[src/tmw_regs.svh]
`ifndef TMW_REGS_SVH
`define TMW_REGS_SVH

// ----------------------------------------------------------------
// register byte offsets
// ----------------------------------------------------------------
`define TMW_OFF_CTRL_A 12'h000
`define TMW_OFF_CTRL_B 12'h004
`define TMW_OFF_COUNT 12'h008
`define TMW_OFF_CMP_A 12'h00c
`define TMW_OFF_CMP_B 12'h010
`define TMW_OFF_CMP_C 12'h014
`define TMW_OFF_CAPT 12'h018
`define TMW_OFF_STATUS 12'h01c

// ----------------------------------------------------------------
// field positions
// ----------------------------------------------------------------
`define TMW_CA_OM_A_POS 6
`define TMW_CA_WGM_LO_POS 0
`define TMW_CB_WGM_HI_POS 3
`define TMW_ST_OVF_BIT 0
`define TMW_ST_MATCH_POS 1
`define TMW_ST_CAPT_BIT 4
`define TMW_ST_DIR_BIT 5

// ----------------------------------------------------------------
// reset values and fixed counts
// ----------------------------------------------------------------
`define TMW_CTRL_RST 8'h00
`define TMW_WORD_RST 16'h0000
`define TMW_TOP_MAX 16'hffff
`define TMW_TOP_8BIT 16'h00ff
`define TMW_TOP_9BIT 16'h01ff
`define TMW_TOP_10BIT 16'h03ff
`define TMW_BOTTOM 16'h0000

`endif

[src/tmw_pkg.sv]
package tmw_pkg;

    // counting family decoded from the waveform mode selector
    typedef enum logic [4:0]
    {
        TMW_WC_NORMAL = 5'b00001,
        TMW_WC_CTC = 5'b00010,
        TMW_WC_FAST = 5'b00100,
        TMW_WC_PC = 5'b01000,
        TMW_WC_PFC = 5'b10000
    } tmw_wave_class_t;

    typedef enum logic [1:0]
    {
        TMW_OM_OFF = 2'h0,
        TMW_OM_TOGGLE = 2'h1,
        TMW_OM_CLEAR = 2'h2,
        TMW_OM_SET = 2'h3
    } tmw_out_mode_t;

    typedef logic [15:0] tmw_word_t;

    typedef struct packed {
        logic [7:0] ctrl_a;
        logic [1:0] wgm_high;
        tmw_word_t cnt;
        logic cnt_up;
        tmw_word_t [2:0] cmp_buf;
        tmw_word_t [2:0] cmp_act;
        tmw_word_t capt;
        logic ovf_flag;
        logic [2:0] match_flag;
        logic capt_flag;
        logic blk_match;
        logic [2:0] wave;
        logic [2:0] override;
        logic capt_pin_en;
        logic capt_s1;
        logic capt_s2;
        logic capt_prev;
        logic pready;
        logic [31:0] prdata;
        logic pslverr;
    } tmw_state_t;

endpackage

[src/tmw_chan_out.sv]
// one compare channel: next output level and pin takeover
module tmw_chan_out
(
    input tmw_pkg::tmw_wave_class_t wave_class,
    input logic [3:0] wave_mode_sel,
    input logic [1:0] out_mode,
    input logic is_chan_a,
    input logic tick,
    input logic match,
    input logic at_top,
    input logic count_up,
    input logic wave_cur,
    output logic wave_nxt,
    output logic connected
);
    import tmw_pkg::*;

    logic toggle_ok;

    // ----------------------------------------------------------------
    // toggle mode exists on every channel in non-pwm modes, but in pwm modes only on channel a in a few modes
    // ----------------------------------------------------------------
    always_comb
    begin
        toggle_ok = 1'b1;
        if (wave_class == TMW_WC_FAST)
        begin
            toggle_ok = is_chan_a && (wave_mode_sel[3:1] == 3'h7);
        end
        else if (wave_class == TMW_WC_PC || wave_class == TMW_WC_PFC)
        begin
            toggle_ok = is_chan_a && (wave_mode_sel[3:2] == 2'h2);
        end
    end

    // takeover whenever a mode bit is set, unless toggle is not offered here
    assign connected = (out_mode != TMW_OM_OFF) && ((out_mode != TMW_OM_TOGGLE) || toggle_ok);

    // ----------------------------------------------------------------
    // set / clear / toggle actions per waveform family
    // ----------------------------------------------------------------
    always_comb
    begin
        wave_nxt = wave_cur;
        if (tick && connected)
        begin
            case (wave_class)
                TMW_WC_FAST:
                begin
                    if (out_mode[1])
                    begin
                        // top action wins, so a match equal to top is ignored
                        if (at_top)
                            wave_nxt = ~out_mode[0];
                        else if (match)
                            wave_nxt = out_mode[0];
                    end
                    else if (match)
                        wave_nxt = ~wave_cur;
                end
                TMW_WC_PC, TMW_WC_PFC:
                begin
                    if (out_mode[1] && match)
                        wave_nxt = count_up ? out_mode[0] : ~out_mode[0];
                    else if (match)
                        wave_nxt = ~wave_cur;
                end
                default:
                begin
                    if (match)
                    begin
                        case (out_mode)
                            TMW_OM_TOGGLE: wave_nxt = ~wave_cur;
                            TMW_OM_CLEAR: wave_nxt = 1'b0;
                            TMW_OM_SET: wave_nxt = 1'b1;
                            default: wave_nxt = wave_cur;
                        endcase
                    end
                end
            endcase
        end
    end

endmodule // tmw_chan_out

[src/tmw_wave_ctrl.sv]
// Functional notes
// - control a: modes a,b,c high bits, selector low
// - nonzero output mode takes over the pin, except toggle where not offered
// - non-pwm: off, toggle, clear, set on match
// - fast pwm: clear/set on match, reverse at top
// - fast toggle only channel a, modes 14-15
// - fast: match equal top ignored, top acts
// - dual slope: action flips with count direction
// - dual slope toggle only channel a, modes 8-11
// - four-bit selector picks sequence, top, type
// - modes 0,4,12: immediate update, overflow at max
// - phase correct tops; update top, overflow bottom
// - fast pwm tops; update and overflow at top
// - modes 8,9: update and overflow at bottom
// - selector high bits in control b 4:3
// - capture-defined top disconnects capture pin
//
// Added by the designer: the APB register port and the register offsets.
`include "tmw_regs.svh"

module tmw_wave_ctrl
#(
    parameter int ADDR_W = 12
)
(
    input wire logic ref_clk,
    input wire logic reset,
    input wire logic psel,
    input wire logic penable,
    input wire logic pwrite,
    input wire logic [ADDR_W-1:0] paddr,
    input wire logic [31:0] pwdata,
    output logic [31:0] prdata,
    output logic pready,
    output logic pslverr,
    input wire logic count_tick,
    input wire logic capture_input_pin,
    output logic chan_a_wave_out,
    output logic chan_b_wave_out,
    output logic chan_c_wave_out,
    output logic chan_a_pin_override,
    output logic chan_b_pin_override,
    output logic chan_c_pin_override,
    output logic capture_pin_connected,
    output logic overflow_flag
);
    import tmw_pkg::*;

    tmw_state_t st_r;
    tmw_state_t st_nxt;
    logic [3:0] wave_mode_sel;
    tmw_wave_class_t wclass;
    tmw_word_t top;
    logic at_top;
    logic at_bottom;
    logic capt_top;
    logic [2:0] match;
    logic [2:0] wave_nxt;
    logic [2:0] conn;
    logic apb_first;
    logic apb_done;
    logic [11:0] addr;

    // ----------------------------------------------------------------
    // waveform mode decode
    // ----------------------------------------------------------------
    // decoded from stored bits, so a write acts from the next tick on
    assign wave_mode_sel = {st_r.wgm_high, st_r.ctrl_a[`TMW_CA_WGM_LO_POS +: 2]};
    assign capt_top = wave_mode_sel[3] && !wave_mode_sel[0];

    always_comb
    begin
        case (wave_mode_sel)
            4'h4, 4'hc: wclass = TMW_WC_CTC;
            4'h5, 4'h6, 4'h7, 4'he, 4'hf: wclass = TMW_WC_FAST;
            4'h1, 4'h2, 4'h3, 4'ha, 4'hb: wclass = TMW_WC_PC;
            4'h8, 4'h9: wclass = TMW_WC_PFC;
            default: wclass = TMW_WC_NORMAL; // reserved 13 counts like normal
        endcase
    end

    // top source per mode
    always_comb
    begin
        case (wave_mode_sel)
            4'h1, 4'h5: top = `TMW_TOP_8BIT;
            4'h2, 4'h6: top = `TMW_TOP_9BIT;
            4'h3, 4'h7: top = `TMW_TOP_10BIT;
            4'h4, 4'h9, 4'hb, 4'hf: top = st_r.cmp_act[0];
            4'h8, 4'ha, 4'hc, 4'he: top = st_r.capt;
            default: top = `TMW_TOP_MAX;
        endcase
    end

    assign at_top = (st_r.cnt == top);
    assign at_bottom = (st_r.cnt == `TMW_BOTTOM);

    // ----------------------------------------------------------------
    // compare channels
    // ----------------------------------------------------------------
    generate
        for (genvar gi = 0; gi < 3; gi++)
        begin : g_chan
            localparam int OM_POS = `TMW_CA_OM_A_POS - 2 * gi;
            // a counter write blocks the next tick's match on all channels
            assign match[gi] = count_tick && !st_r.blk_match && (st_r.cnt == st_r.cmp_act[gi]);
            tmw_chan_out u_chan
            (
                .wave_class(wclass),
                .wave_mode_sel(wave_mode_sel),
                .out_mode(st_r.ctrl_a[OM_POS +: 2]),
                .is_chan_a(gi == 0),
                .tick(count_tick),
                .match(match[gi]),
                .at_top(at_top),
                .count_up(st_r.cnt_up),
                .wave_cur(st_r.wave[gi]),
                .wave_nxt(wave_nxt[gi]),
                .connected(conn[gi])
            );
        end
    endgenerate

    // ----------------------------------------------------------------
    // apb slave: one wait state, answer registered
    // ----------------------------------------------------------------
    assign apb_first = psel && penable && !st_r.pready;
    assign apb_done = psel && penable && st_r.pready;
    assign addr = paddr[11:0];

    always_comb
    begin
        st_nxt = st_r;
        st_nxt.pready = apb_first;
        st_nxt.pslverr = 1'b0;

        // read path, loaded in the first access cycle
        if (apb_first)
        begin
            st_nxt.prdata = 32'h0000_0000;
            if (addr == `TMW_OFF_CTRL_A)
                st_nxt.prdata[7:0] = st_r.ctrl_a;
            else if (addr == `TMW_OFF_CTRL_B)
                st_nxt.prdata[`TMW_CB_WGM_HI_POS +: 2] = st_r.wgm_high;
            else if (addr == `TMW_OFF_COUNT)
                st_nxt.prdata[15:0] = st_r.cnt;
            else if (addr == `TMW_OFF_CMP_A)
                st_nxt.prdata[15:0] = st_r.cmp_buf[0];
            else if (addr == `TMW_OFF_CMP_B)
                st_nxt.prdata[15:0] = st_r.cmp_buf[1];
            else if (addr == `TMW_OFF_CMP_C)
                st_nxt.prdata[15:0] = st_r.cmp_buf[2];
            else if (addr == `TMW_OFF_CAPT)
                st_nxt.prdata[15:0] = st_r.capt;
            else if (addr == `TMW_OFF_STATUS)
            begin
                st_nxt.prdata[`TMW_ST_OVF_BIT] = st_r.ovf_flag;
                st_nxt.prdata[`TMW_ST_MATCH_POS +: 3] = st_r.match_flag;
                st_nxt.prdata[`TMW_ST_CAPT_BIT] = st_r.capt_flag;
                st_nxt.prdata[`TMW_ST_DIR_BIT] = st_r.cnt_up;
            end
            else
                st_nxt.pslverr = 1'b1;
        end

        // clear on the tick after a counter write
        if (count_tick)
            st_nxt.blk_match = 1'b0;

        // ------------------------------------------------------------
        // counting sequence
        // ------------------------------------------------------------
        if (count_tick)
        begin
            if (wclass == TMW_WC_PC || wclass == TMW_WC_PFC)
            begin
                if (st_r.cnt_up)
                begin
                    if (st_r.cnt >= top)
                    begin
                        st_nxt.cnt_up = 1'b0;
                        st_nxt.cnt = at_bottom ? st_r.cnt : st_r.cnt - 16'h0001;
                    end
                    else
                        st_nxt.cnt = st_r.cnt + 16'h0001;
                end
                else if (at_bottom)
                begin
                    st_nxt.cnt_up = 1'b1;
                    st_nxt.cnt = st_r.cnt + 16'h0001;
                end
                else
                    st_nxt.cnt = st_r.cnt - 16'h0001;
            end
            else
            begin
                // ctc with top below the count runs on to max and wraps
                st_nxt.cnt_up = 1'b1;
                st_nxt.cnt = (at_top || st_r.cnt == `TMW_TOP_MAX) ? `TMW_BOTTOM
                                                                   : st_r.cnt + 16'h0001;
            end
        end

        // ------------------------------------------------------------
        // compare buffer transfer points
        // ------------------------------------------------------------
        if (wclass == TMW_WC_NORMAL || wclass == TMW_WC_CTC)
            st_nxt.cmp_act = st_r.cmp_buf;
        else if (wclass == TMW_WC_PFC && count_tick && at_bottom)
            st_nxt.cmp_act = st_r.cmp_buf;
        else if (wclass != TMW_WC_PFC && count_tick && at_top)
            st_nxt.cmp_act = st_r.cmp_buf;

        // ------------------------------------------------------------
        // register writes; flag clears before sets so events win
        // ------------------------------------------------------------
        if (apb_done && pwrite)
        begin
            if (addr == `TMW_OFF_CTRL_A)
                st_nxt.ctrl_a = pwdata[7:0];
            else if (addr == `TMW_OFF_CTRL_B)
                st_nxt.wgm_high = pwdata[`TMW_CB_WGM_HI_POS +: 2];
            else if (addr == `TMW_OFF_COUNT)
            begin
                st_nxt.cnt = pwdata[15:0];
                st_nxt.blk_match = 1'b1;
            end
            else if (addr == `TMW_OFF_CMP_A)
                st_nxt.cmp_buf[0] = pwdata[15:0];
            else if (addr == `TMW_OFF_CMP_B)
                st_nxt.cmp_buf[1] = pwdata[15:0];
            else if (addr == `TMW_OFF_CMP_C)
                st_nxt.cmp_buf[2] = pwdata[15:0];
            else if (addr == `TMW_OFF_CAPT)
                st_nxt.capt = pwdata[15:0];
            else if (addr == `TMW_OFF_STATUS)
            begin
                st_nxt.ovf_flag = st_r.ovf_flag & ~pwdata[`TMW_ST_OVF_BIT];
                st_nxt.match_flag = st_r.match_flag & ~pwdata[`TMW_ST_MATCH_POS +: 3];
                st_nxt.capt_flag = st_r.capt_flag & ~pwdata[`TMW_ST_CAPT_BIT];
            end
        end

        // ------------------------------------------------------------
        // overflow flag per family
        // ------------------------------------------------------------
        if (count_tick)
        begin
            if ((wclass == TMW_WC_NORMAL || wclass == TMW_WC_CTC) && st_r.cnt == `TMW_TOP_MAX)
                st_nxt.ovf_flag = 1'b1;
            else if (wclass == TMW_WC_FAST && at_top)
                st_nxt.ovf_flag = 1'b1;
            else if ((wclass == TMW_WC_PC || wclass == TMW_WC_PFC) && at_bottom && !st_r.cnt_up)
                st_nxt.ovf_flag = 1'b1;
        end
        st_nxt.match_flag = st_nxt.match_flag | match;

        // ------------------------------------------------------------
        // capture pin: two-stage sync, rising edge, off when it is top
        // ------------------------------------------------------------
        st_nxt.capt_s1 = capture_input_pin;
        st_nxt.capt_s2 = st_r.capt_s1;
        st_nxt.capt_prev = st_r.capt_s2;
        st_nxt.capt_pin_en = !capt_top;
        if (st_r.capt_s2 && !st_r.capt_prev && !capt_top)
        begin
            st_nxt.capt = st_r.cnt;
            st_nxt.capt_flag = 1'b1;
        end

        // outputs and pin takeover
        st_nxt.wave = wave_nxt;
        st_nxt.override = conn;
    end

    // registered state
    always_ff @(posedge ref_clk)
    begin
        if (reset)
        begin
            st_r <= '0;
            st_r.ctrl_a <= `TMW_CTRL_RST;
            st_r.cnt <= `TMW_WORD_RST;
            st_r.cnt_up <= 1'b1;
            st_r.capt_pin_en <= 1'b1;
        end
        else
            st_r <= st_nxt;
    end

    // ----------------------------------------------------------------
    // output wiring
    // ----------------------------------------------------------------
    assign prdata = st_r.prdata;
    assign pready = st_r.pready;
    assign pslverr = st_r.pslverr;
    assign chan_a_wave_out = st_r.wave[0];
    assign chan_b_wave_out = st_r.wave[1];
    assign chan_c_wave_out = st_r.wave[2];
    assign chan_a_pin_override = st_r.override[0];
    assign chan_b_pin_override = st_r.override[1];
    assign chan_c_pin_override = st_r.override[2];
    assign capture_pin_connected = st_r.capt_pin_en;
    assign overflow_flag = st_r.ovf_flag;
endmodule // tmw_wave_ctrl
[config.mk]
export PLATFORM = sky130hd
export DESIGN_NAME = tmw_wave_ctrl
export DESIGN_NICKNAME = d
export VERILOG_FILES = /design/src/tmw_pkg.sv /design/src/tmw_chan_out.sv /design/src/tmw_wave_ctrl.sv
export VERILOG_INCLUDE_DIRS = /design/src
export SDC_FILE = /design/constraint.sdc
export NUM_CORES = 1
export LEC_CHECK = 0
export BUFFER_PORTS_ARGS = -buffer_cell sky130_fd_sc_hd__buf_2
export CORE_MARGIN = 3
export CORE_UTILIZATION = 55
export CTS_BUF_LIST = sky130_fd_sc_hd__clkbuf_4
export DETAILED_ROUTE_END_ITERATION = 10
export PLACE_DENSITY = 0.79
export SLEW_MARGIN = 5
export SYNTH_ARGS = -nofsm -noshare
export SYNTH_HDL_FRONTEND = slang
export SYNTH_HIERARCHICAL = 1
export SYNTH_SLANG_ARGS = --single-unit
[constraint.sdc]
create_clock -name ref_clk -period 4.4 [get_ports ref_clk]
set_input_delay 0.88 -clock ref_clk [delete_from_list [all_inputs] [get_ports ref_clk]]
set_output_delay 0.88 -clock ref_clk [all_outputs]
set_load 0.02 [all_outputs]
* After elaboration in Yosys (flattened, before gate mapping)
Memories as Yosys holds them, arrays and structs flattened.
Index checks and enable logic that the tools add are counted.
** Word-level totals
- Memories kept :: 1
- Bits in latches :: 0
- ROM bits :: 80
- Word-level logic and storage cells :: 261
- Bits in writable memories :: 0
- Input bits :: 51
- Register bits :: 173
- Output and inout port bits :: 42
** Memories
- (name not given) :: words 16, bits a word 5, rd ports 1, clocked after memory_dff 0, write ports 0, line tmw_wave_ctrl.sv:73 : case (wave_mode_sel)
** Cells by class
- Reduce and logical (&&, ||, !) cells :: 72
- Multipliers :: 0
- Multiplexer cells :: 84
- Add/subtract/negate cells :: 2
- Shifts and indexed selects :: 0
- Eq/ne operators :: 56
- Divide/modulo/power cells :: 0
- Bitwise gates (word level) :: 19
- $lt $le $gt $ge :: 1
** Operators by type and width (count)
- $mux W16 :: 14
- $mux W48 :: 3
- $mux W21 :: 4
- $pmux W16 S5 :: 1
- $mux W22 :: 3
- $eq A16 B16 Y1 :: 4
- $mux W17 :: 3
- $eq A12 B5 Y1 const B :: 4
- $mux W1 :: 40
- $eq A4 B4 Y1 const B :: 7
- $logic_and A1 B1 Y1 :: 28
- $eq A12 B4 Y1 const B :: 2
- $ne A2 B1 Y1 const B :: 10
- $add A16 B1 Y16 const B :: 1
- $eq A16 B16 Y1 const B :: 1
- $eq A4 B3 Y1 const B :: 4
- $ge A16 B16 Y1 :: 1
- $logic_not A16 Y1 :: 1
- $mux W8 :: 2
- $sub A16 B1 Y16 const B :: 1
- $reduce_bool A5 Y1 :: 3
- $eq A2 B2 Y1 const B :: 7
- $not A1 Y1 :: 14
- $eq A12 B3 Y1 const B :: 1
- other kinds (39) :: 75

* Longest topological paths before layout
- Word-level depth :: 15
- Gate-level depth with buffers :: 16
- Depth with buffers taken out :: 13

* Modules after synthesis
The synthesis kept the hierarchy.
** By module, submodules not included
- tmw_wave_ctrl :: cells an instance 1241, area an instance 10055.9 µm², times used 1, sequential area each 3463.3 µm²
- tmw_chan_out :: cells an instance 27, area an instance 182.7 µm², times used 3, sequential area each 0.0 µm²

* Worst setup path after synthesis
No wires, ideal clock.
- Kind :: register -> register
- Start :: reg st_r[182] (netlist bit)
- End :: reg st_r[172] (netlist bit)
- Required time :: 4256 ps
- Cell stages (with the launch flop) :: 14
- Setup slack :: 1132 ps
- Period minus slack after synthesis :: 3268 ps
- Path buffers :: 1
- Arrival time :: 3124 ps
- Library setup time :: 144 ps
- Path through :: dfxtp_1 -> clkbuf_1 -> nand2b_1 -> nor3_1 -> nor2_1 -> o22ai_1 -> ha_1 -> nand4_1 -> nor4_4 -> nor4_4 -> nor2_4 -> a2111oi_2 -> a2111oi_0 -> a311oi_1
** On the way
- Word-level cells in the longest chain between the ends :: 12
- Elaborated cells between the ends (all ways) :: 36
- Those cells by class :: order compare: 1; eq/ne: 17; mux: 10; reduce/logical: 7; memory: 1
** Ends and longest elaborated chain
- start, declared :: line tmw_wave_ctrl.sv:49 : tmw_state_t st_r;
- start signal, assigned :: line tmw_wave_ctrl.sv:288 : st_r <= st_nxt;
- $eq A4 B4 Y1 (tied with other cells) :: line tmw_wave_ctrl.sv:85 : case (wave_mode_sel)
- $reduce_or A4 Y1 / $reduce_or A2 Y1 (equally long branches) :: line tmw_wave_ctrl.sv:85
- $pmux W16 S5 (*) :: line tmw_wave_ctrl.sv:85
- $eq A16 B16 Y1 (*) :: line tmw_wave_ctrl.sv:95 : assign at_top = (st_r.cnt == top);
- net at_top :: line tmw_wave_ctrl.sv:54 : logic at_top;
- $logic_or A1 B1 Y1 (no source line) (*)
- $mux W16 (*) :: line tmw_wave_ctrl.sv:199 : st_nxt.cnt = (at_top || st_r.cnt == `TMW_TOP_MAX) ? `TMW_BOTTOM
- $mux W17 (*) :: line tmw_wave_ctrl.sv:175 : if (wclass == TMW_WC_PC || wclass == TMW_WC_PFC)
- $mux W17 (*) :: line tmw_wave_ctrl.sv:173 : if (count_tick)
- $mux W16 :: line tmw_wave_ctrl.sv:223 : else if (addr == `TMW_OFF_COUNT)
- $mux W16 :: line tmw_wave_ctrl.sv:221 : else if (addr == `TMW_OFF_CTRL_B)
- $mux W16 :: line tmw_wave_ctrl.sv:219 : if (addr == `TMW_OFF_CTRL_A)
- $mux W16 (*) :: line tmw_wave_ctrl.sv:217 : if (apb_done && pwrite)
Mark *: on every way through the listed nets, which the timed path passes. The rest lies on a longest branch.
A chain may end at the register's enable or synchronous reset.

* Worst setup path in the final report
- Start :: reg st_r[179] (netlist bit)
- End :: reg st_r[172] (netlist bit)
** On the way
- Word-level cells in the longest chain between the ends :: 12
- Elaborated cells between the ends (all ways) :: 36
- Those cells by class :: order compare: 1; eq/ne: 17; mux: 10; reduce/logical: 7; memory: 1
** Ends and longest elaborated chain (line)
- $eq A4 B4 Y1 (tied with other cells) :: tmw_wave_ctrl.sv:85
- $reduce_or A4 Y1 / $reduce_or A2 Y1 (equally long branches) :: tmw_wave_ctrl.sv:85
- $pmux W16 S5 :: tmw_wave_ctrl.sv:85
- $ge A16 B16 Y1 / $eq A16 B16 Y1 (equally long branches) :: tmw_wave_ctrl.sv:179, tmw_wave_ctrl.sv:95
- $mux W16 / $logic_or A1 B1 Y1 (equally long branches)
- $mux W17 / $mux W16 (equally long branches) :: tmw_wave_ctrl.sv:177, tmw_wave_ctrl.sv:199
- $mux W17 (*) :: tmw_wave_ctrl.sv:175
- $mux W17 (*) :: tmw_wave_ctrl.sv:173
- $mux W16 :: tmw_wave_ctrl.sv:223
- $mux W16 :: tmw_wave_ctrl.sv:221
- $mux W16 :: tmw_wave_ctrl.sv:219
- $mux W16 (*) :: tmw_wave_ctrl.sv:217
Mark *: on every way between the ends. The rest lies on a longest branch, timed or not.

==> impl_metrics.csv <==
group,metric,value,unit
logic_synthesis,synth_top_family_by_area,"simple AND/OR/NAND/NOR gates",
routing,via_per_inst,6.48,
sta,period_minus_slack,3.85,ns
clock_network,cts_buffer_depth,2,
logic_synthesis,postSynth.asyncResetShare,0,%
sta,worstMarginPinSlew,1.13,ns
sta,hold_viol_final,0,
floorplan,die_w,145,um
sta,fin_crit_sh,87.5,%
floorplan,die_h,145,um
logic_synthesis,syn_avg_cell_area,8.02,um2
worst_setup_path,critPathCaptureType,"flop",
power,power.leakage,4.33,nW
power,clock_power_share,32.1,%
power,combinationalPowerShare,11.4,%
power,vdd_drop_max,0.245,mV
placed_design,portBuffers,60,
sta,tns,0,ns
routing,via_count,10341,
worst_setup_path,critPathMaxFanout,19,
routing,wl_per_cell,21.4,um
clock_network,cts_tree,"done",
run,cap_violations,0,
logic_synthesis,yosys_most_used_dff,"dfxtp_1",
placed_design,gp_congestion,1.04,
logic_synthesis,synth-seq-cells,173,
layout,regMostFlops,"st_r",
routing,drt_wl_total,34.2,mm
floorplan,coreArea,0.0188,mm2
logic_synthesis,seq_area_frac_synth,32.7,%
global_routing,grt_pass1_vias,9141,
logic_synthesis,synthXorXnorAreaFrac,5.78,%
floorplan,boundaryPins,93,
global_routing,track_usage,32.1,%
run_status,outcome,"finished clean",
power,power.density,257,mW/mm2
clock_network,holdBufCountCts,0,
power,cell_internal_pwr,0.00194,W
clock_network,clkTransAtPathRegs,0.17,ns
floorplan,die_area,0.0210,mm2
layout,fill_cells,1715,
clock_network,cts.sinks,173,
layout,largest_reg_flops,145,
global_routing,antenna_found_initial,3,
routing,postRouteAntennaNets,0,
global_routing,grt_max_degree,120,
clock_network,insertion_delay,0.60,ns
logic_synthesis,netlist_area,0.0106,mm2
worst_setup_path,crit_type,"reg2reg",
worst_setup_path,cp_data_arrival_time,4.37,ns
logic_synthesis,synth_fa_ha_area_share,2.36,%
floorplan,rows,50,
sta,timing.fmax,0.260,GHz
layout,nets,1392,
logic_synthesis,ys.warnings.count,6,
placed_design,dp_hpwl,23.9,mm
power,sw_frac_of_total,32.2,%
clock_network,cts_root_buffer,"clkbuf_4",
logic_synthesis,synth.distinct_cells,90,
placed_design,pre_cts_ws,0.701,ns
power,p_sw,0.000922,W
routing,drtIter0Drc,1406,
floorplan,initial_core_util,56.3,%
clock_network,post_cts_buffers,0,
sta,setup_ws,0.549,ns
layout,regArea,0.00346,mm2
logic_synthesis,synth-edff-count,0,
logic_synthesis,synthCells,1322,
logic_synthesis,synth_simple_gate_area_share,24.5,%
logic_synthesis,synth-compound-area-share,18.2,%
clock_network,htree_levels,4,
layout,multi_input_area,0.00649,mm2
layout,drive_gt1_share,12.6,%
routing,drc,0,
global_routing,overflow,0,
clock_network,numCtsBuffers,17,
sta,rsz0062_at_grt,"no",
sta,setup_viol,0,
worst_setup_path,required,4.92,ns
routing,drtPass1Iterations,5,
layout,syn2layout_area_growth,5.18,%
sta,drv_slew,0,
sta,max-slew-margin-rel,24.7,%
global_routing,grt_pass1_wl,51.8,mm
power,p_seq_share,56.5,%
logic_synthesis,synthMuxAreaShare,9.47,%
sta,fin_skew,0.0266,ns
clock_network,cts-resized-gates,0,
worst_hold_path,min_path_type,"reg2reg",
worst_setup_path,crit_path_start_kind,"flop",
through the flow:
stage	cells	hold WS (ns)	util, %	instance area, um2	power (W)
2_1_floorplan	1342	0.414	-	10700	0.00186
4_1_cts	1594	0.454	59.2	11100	0.00286
6_report	1596	0.453	59.2	11200	0.00287
3_5_place_dp	1562	0.437	57.7	10900	0.00197
5_1_grt	1596	0.464	59.2	11200	0.00296
3_3_place_gp	1562	0.418	57.7	10900	0.00196
cells by family after synthesis:
logic type / Yosys count
flip-flops: 173
adder cells (fa/ha/maj): 20
other: 2
buffers and inverters: 142
XOR/XNOR: 70
AND/OR/NAND/NOR: 515
AO/OA/AOI/OAI: 304
multiplexers: 96
per-layer routing:
layer,up-vias,GRT usage (%),share of wire (%)
met5,-,0,0.032
li1,4672,-,-
met4,2,16.2,4.9
met2,631,49.2,45
met3,123,6.54,11
met1,4913,43.0,39
layout make-up:
type | instances | area share (%)
clock inverters | 15 | 1.35
inverters | 13 | 0.438
diodes | 2 | 0.0449
well taps | 260 | 2.92
flip-flops and latches | 173 | 31.1
multi-input cells | 1027 | 58.2
repair buffers | 89 | 4.89
clock buffers | 17 | 1.14
cells in the mapped netlist, drive strengths merged, types with 6 or more instances:
| library cell | instances | area share (%) |
|---|---|---|
| nor2 | 156 | 5.7 |
| inv | 12 | 0.42 |
| or3 | 8 | 0.47 |
| a31oi | 10 | 0.59 |
| nor2b | 21 | 1.2 |
| o211ai | 10 | 0.71 |
| xor2 | 57 | 4.7 |
| clkbuf | 59 | 2.1 |
| dfxtp | 173 | 33 |
| and3 | 8 | 0.47 |
| nor3 | 37 | 2.0 |
| nand3 | 28 | 1.4 |
| nor4 | 23 | 2.0 |
| nand4 | 22 | 1.6 |
| a22oi | 6 | 0.47 |
| buf | 70 | 4.4 |
| o21ai | 50 | 2.4 |
| a21oi | 121 | 5.7 |
| nand2b | 8 | 0.47 |
| a2111oi | 6 | 0.61 |
| ha | 20 | 2.4 |
| mux2i | 88 | 8.3 |
| a21o | 6 | 0.42 |
| a211oi | 33 | 2.3 |
| nand2 | 167 | 6.1 |
| xnor2 | 13 | 1.1 |
| o22ai | 12 | 0.71 |
critical path: stages (launching register included):
cell,delay (ns)
dfxtp_1,0.68
nor2b_1,0.27
nor2_1,0.06
nor2_1,0.41
o22ai_1,0.17
ha_1,0.35
a41oi_2,0.17
o21ai_1,0.09
a221oi_2,0.38
nand4_4,0.34
a2111oi_2,0.47
a2111oi_0,0.11
a311oi_1,0.26
placed cells by master (no fill, tap or decap), types with 5 or more instances in the layout:
cell	n
a211oi_1	33
a21o_1	6
a21oi_1	120
a22oi_1	5
a31oi_1	10
and3_1	8
buf_2	59
buf_4	28
clkbuf_4	17
conb_1	22
dfxtp_1	173
ha_1	20
inv_1	10
inv_6	6
mux2_2	5
mux2i_1	88
nand2_1	165
nand2b_1	8
nand3_1	26
nand4_1	18
nor2_1	152
nor2b_1	21
nor3_1	33
nor4_1	17
o211ai_1	10
o21ai_0	47
o22ai_1	12
or3_1	8
xnor2_1	13
xor2_1	57
worst paths after layout:
kind | start | slack, ns | cells after the start | end
max | st_r[179] | 0.55 | 12 | st_r[172]
min | st_nxt[35] | 0.45 | 1 | st_nxt[34]
max reg2reg | st_r[179] | 0.55 | 12 | st_r[172]
min reg2reg | st_nxt[35] | 0.45 | 1 | st_nxt[34]
power groups by stage:
stage                     sequential [W]  combinational, W  clock (W)
after floorplan                  0.00163          0.000232          0
after global placement           0.00165          0.000310          0
after detailed placement         0.00165          0.000317          0
after CTS                        0.00162          0.000318   0.000926
after global routing             0.00162          0.000352   0.000990
final                            0.00162          0.000328   0.000920
No activity file was read; power rests on OpenSTA's default activity.
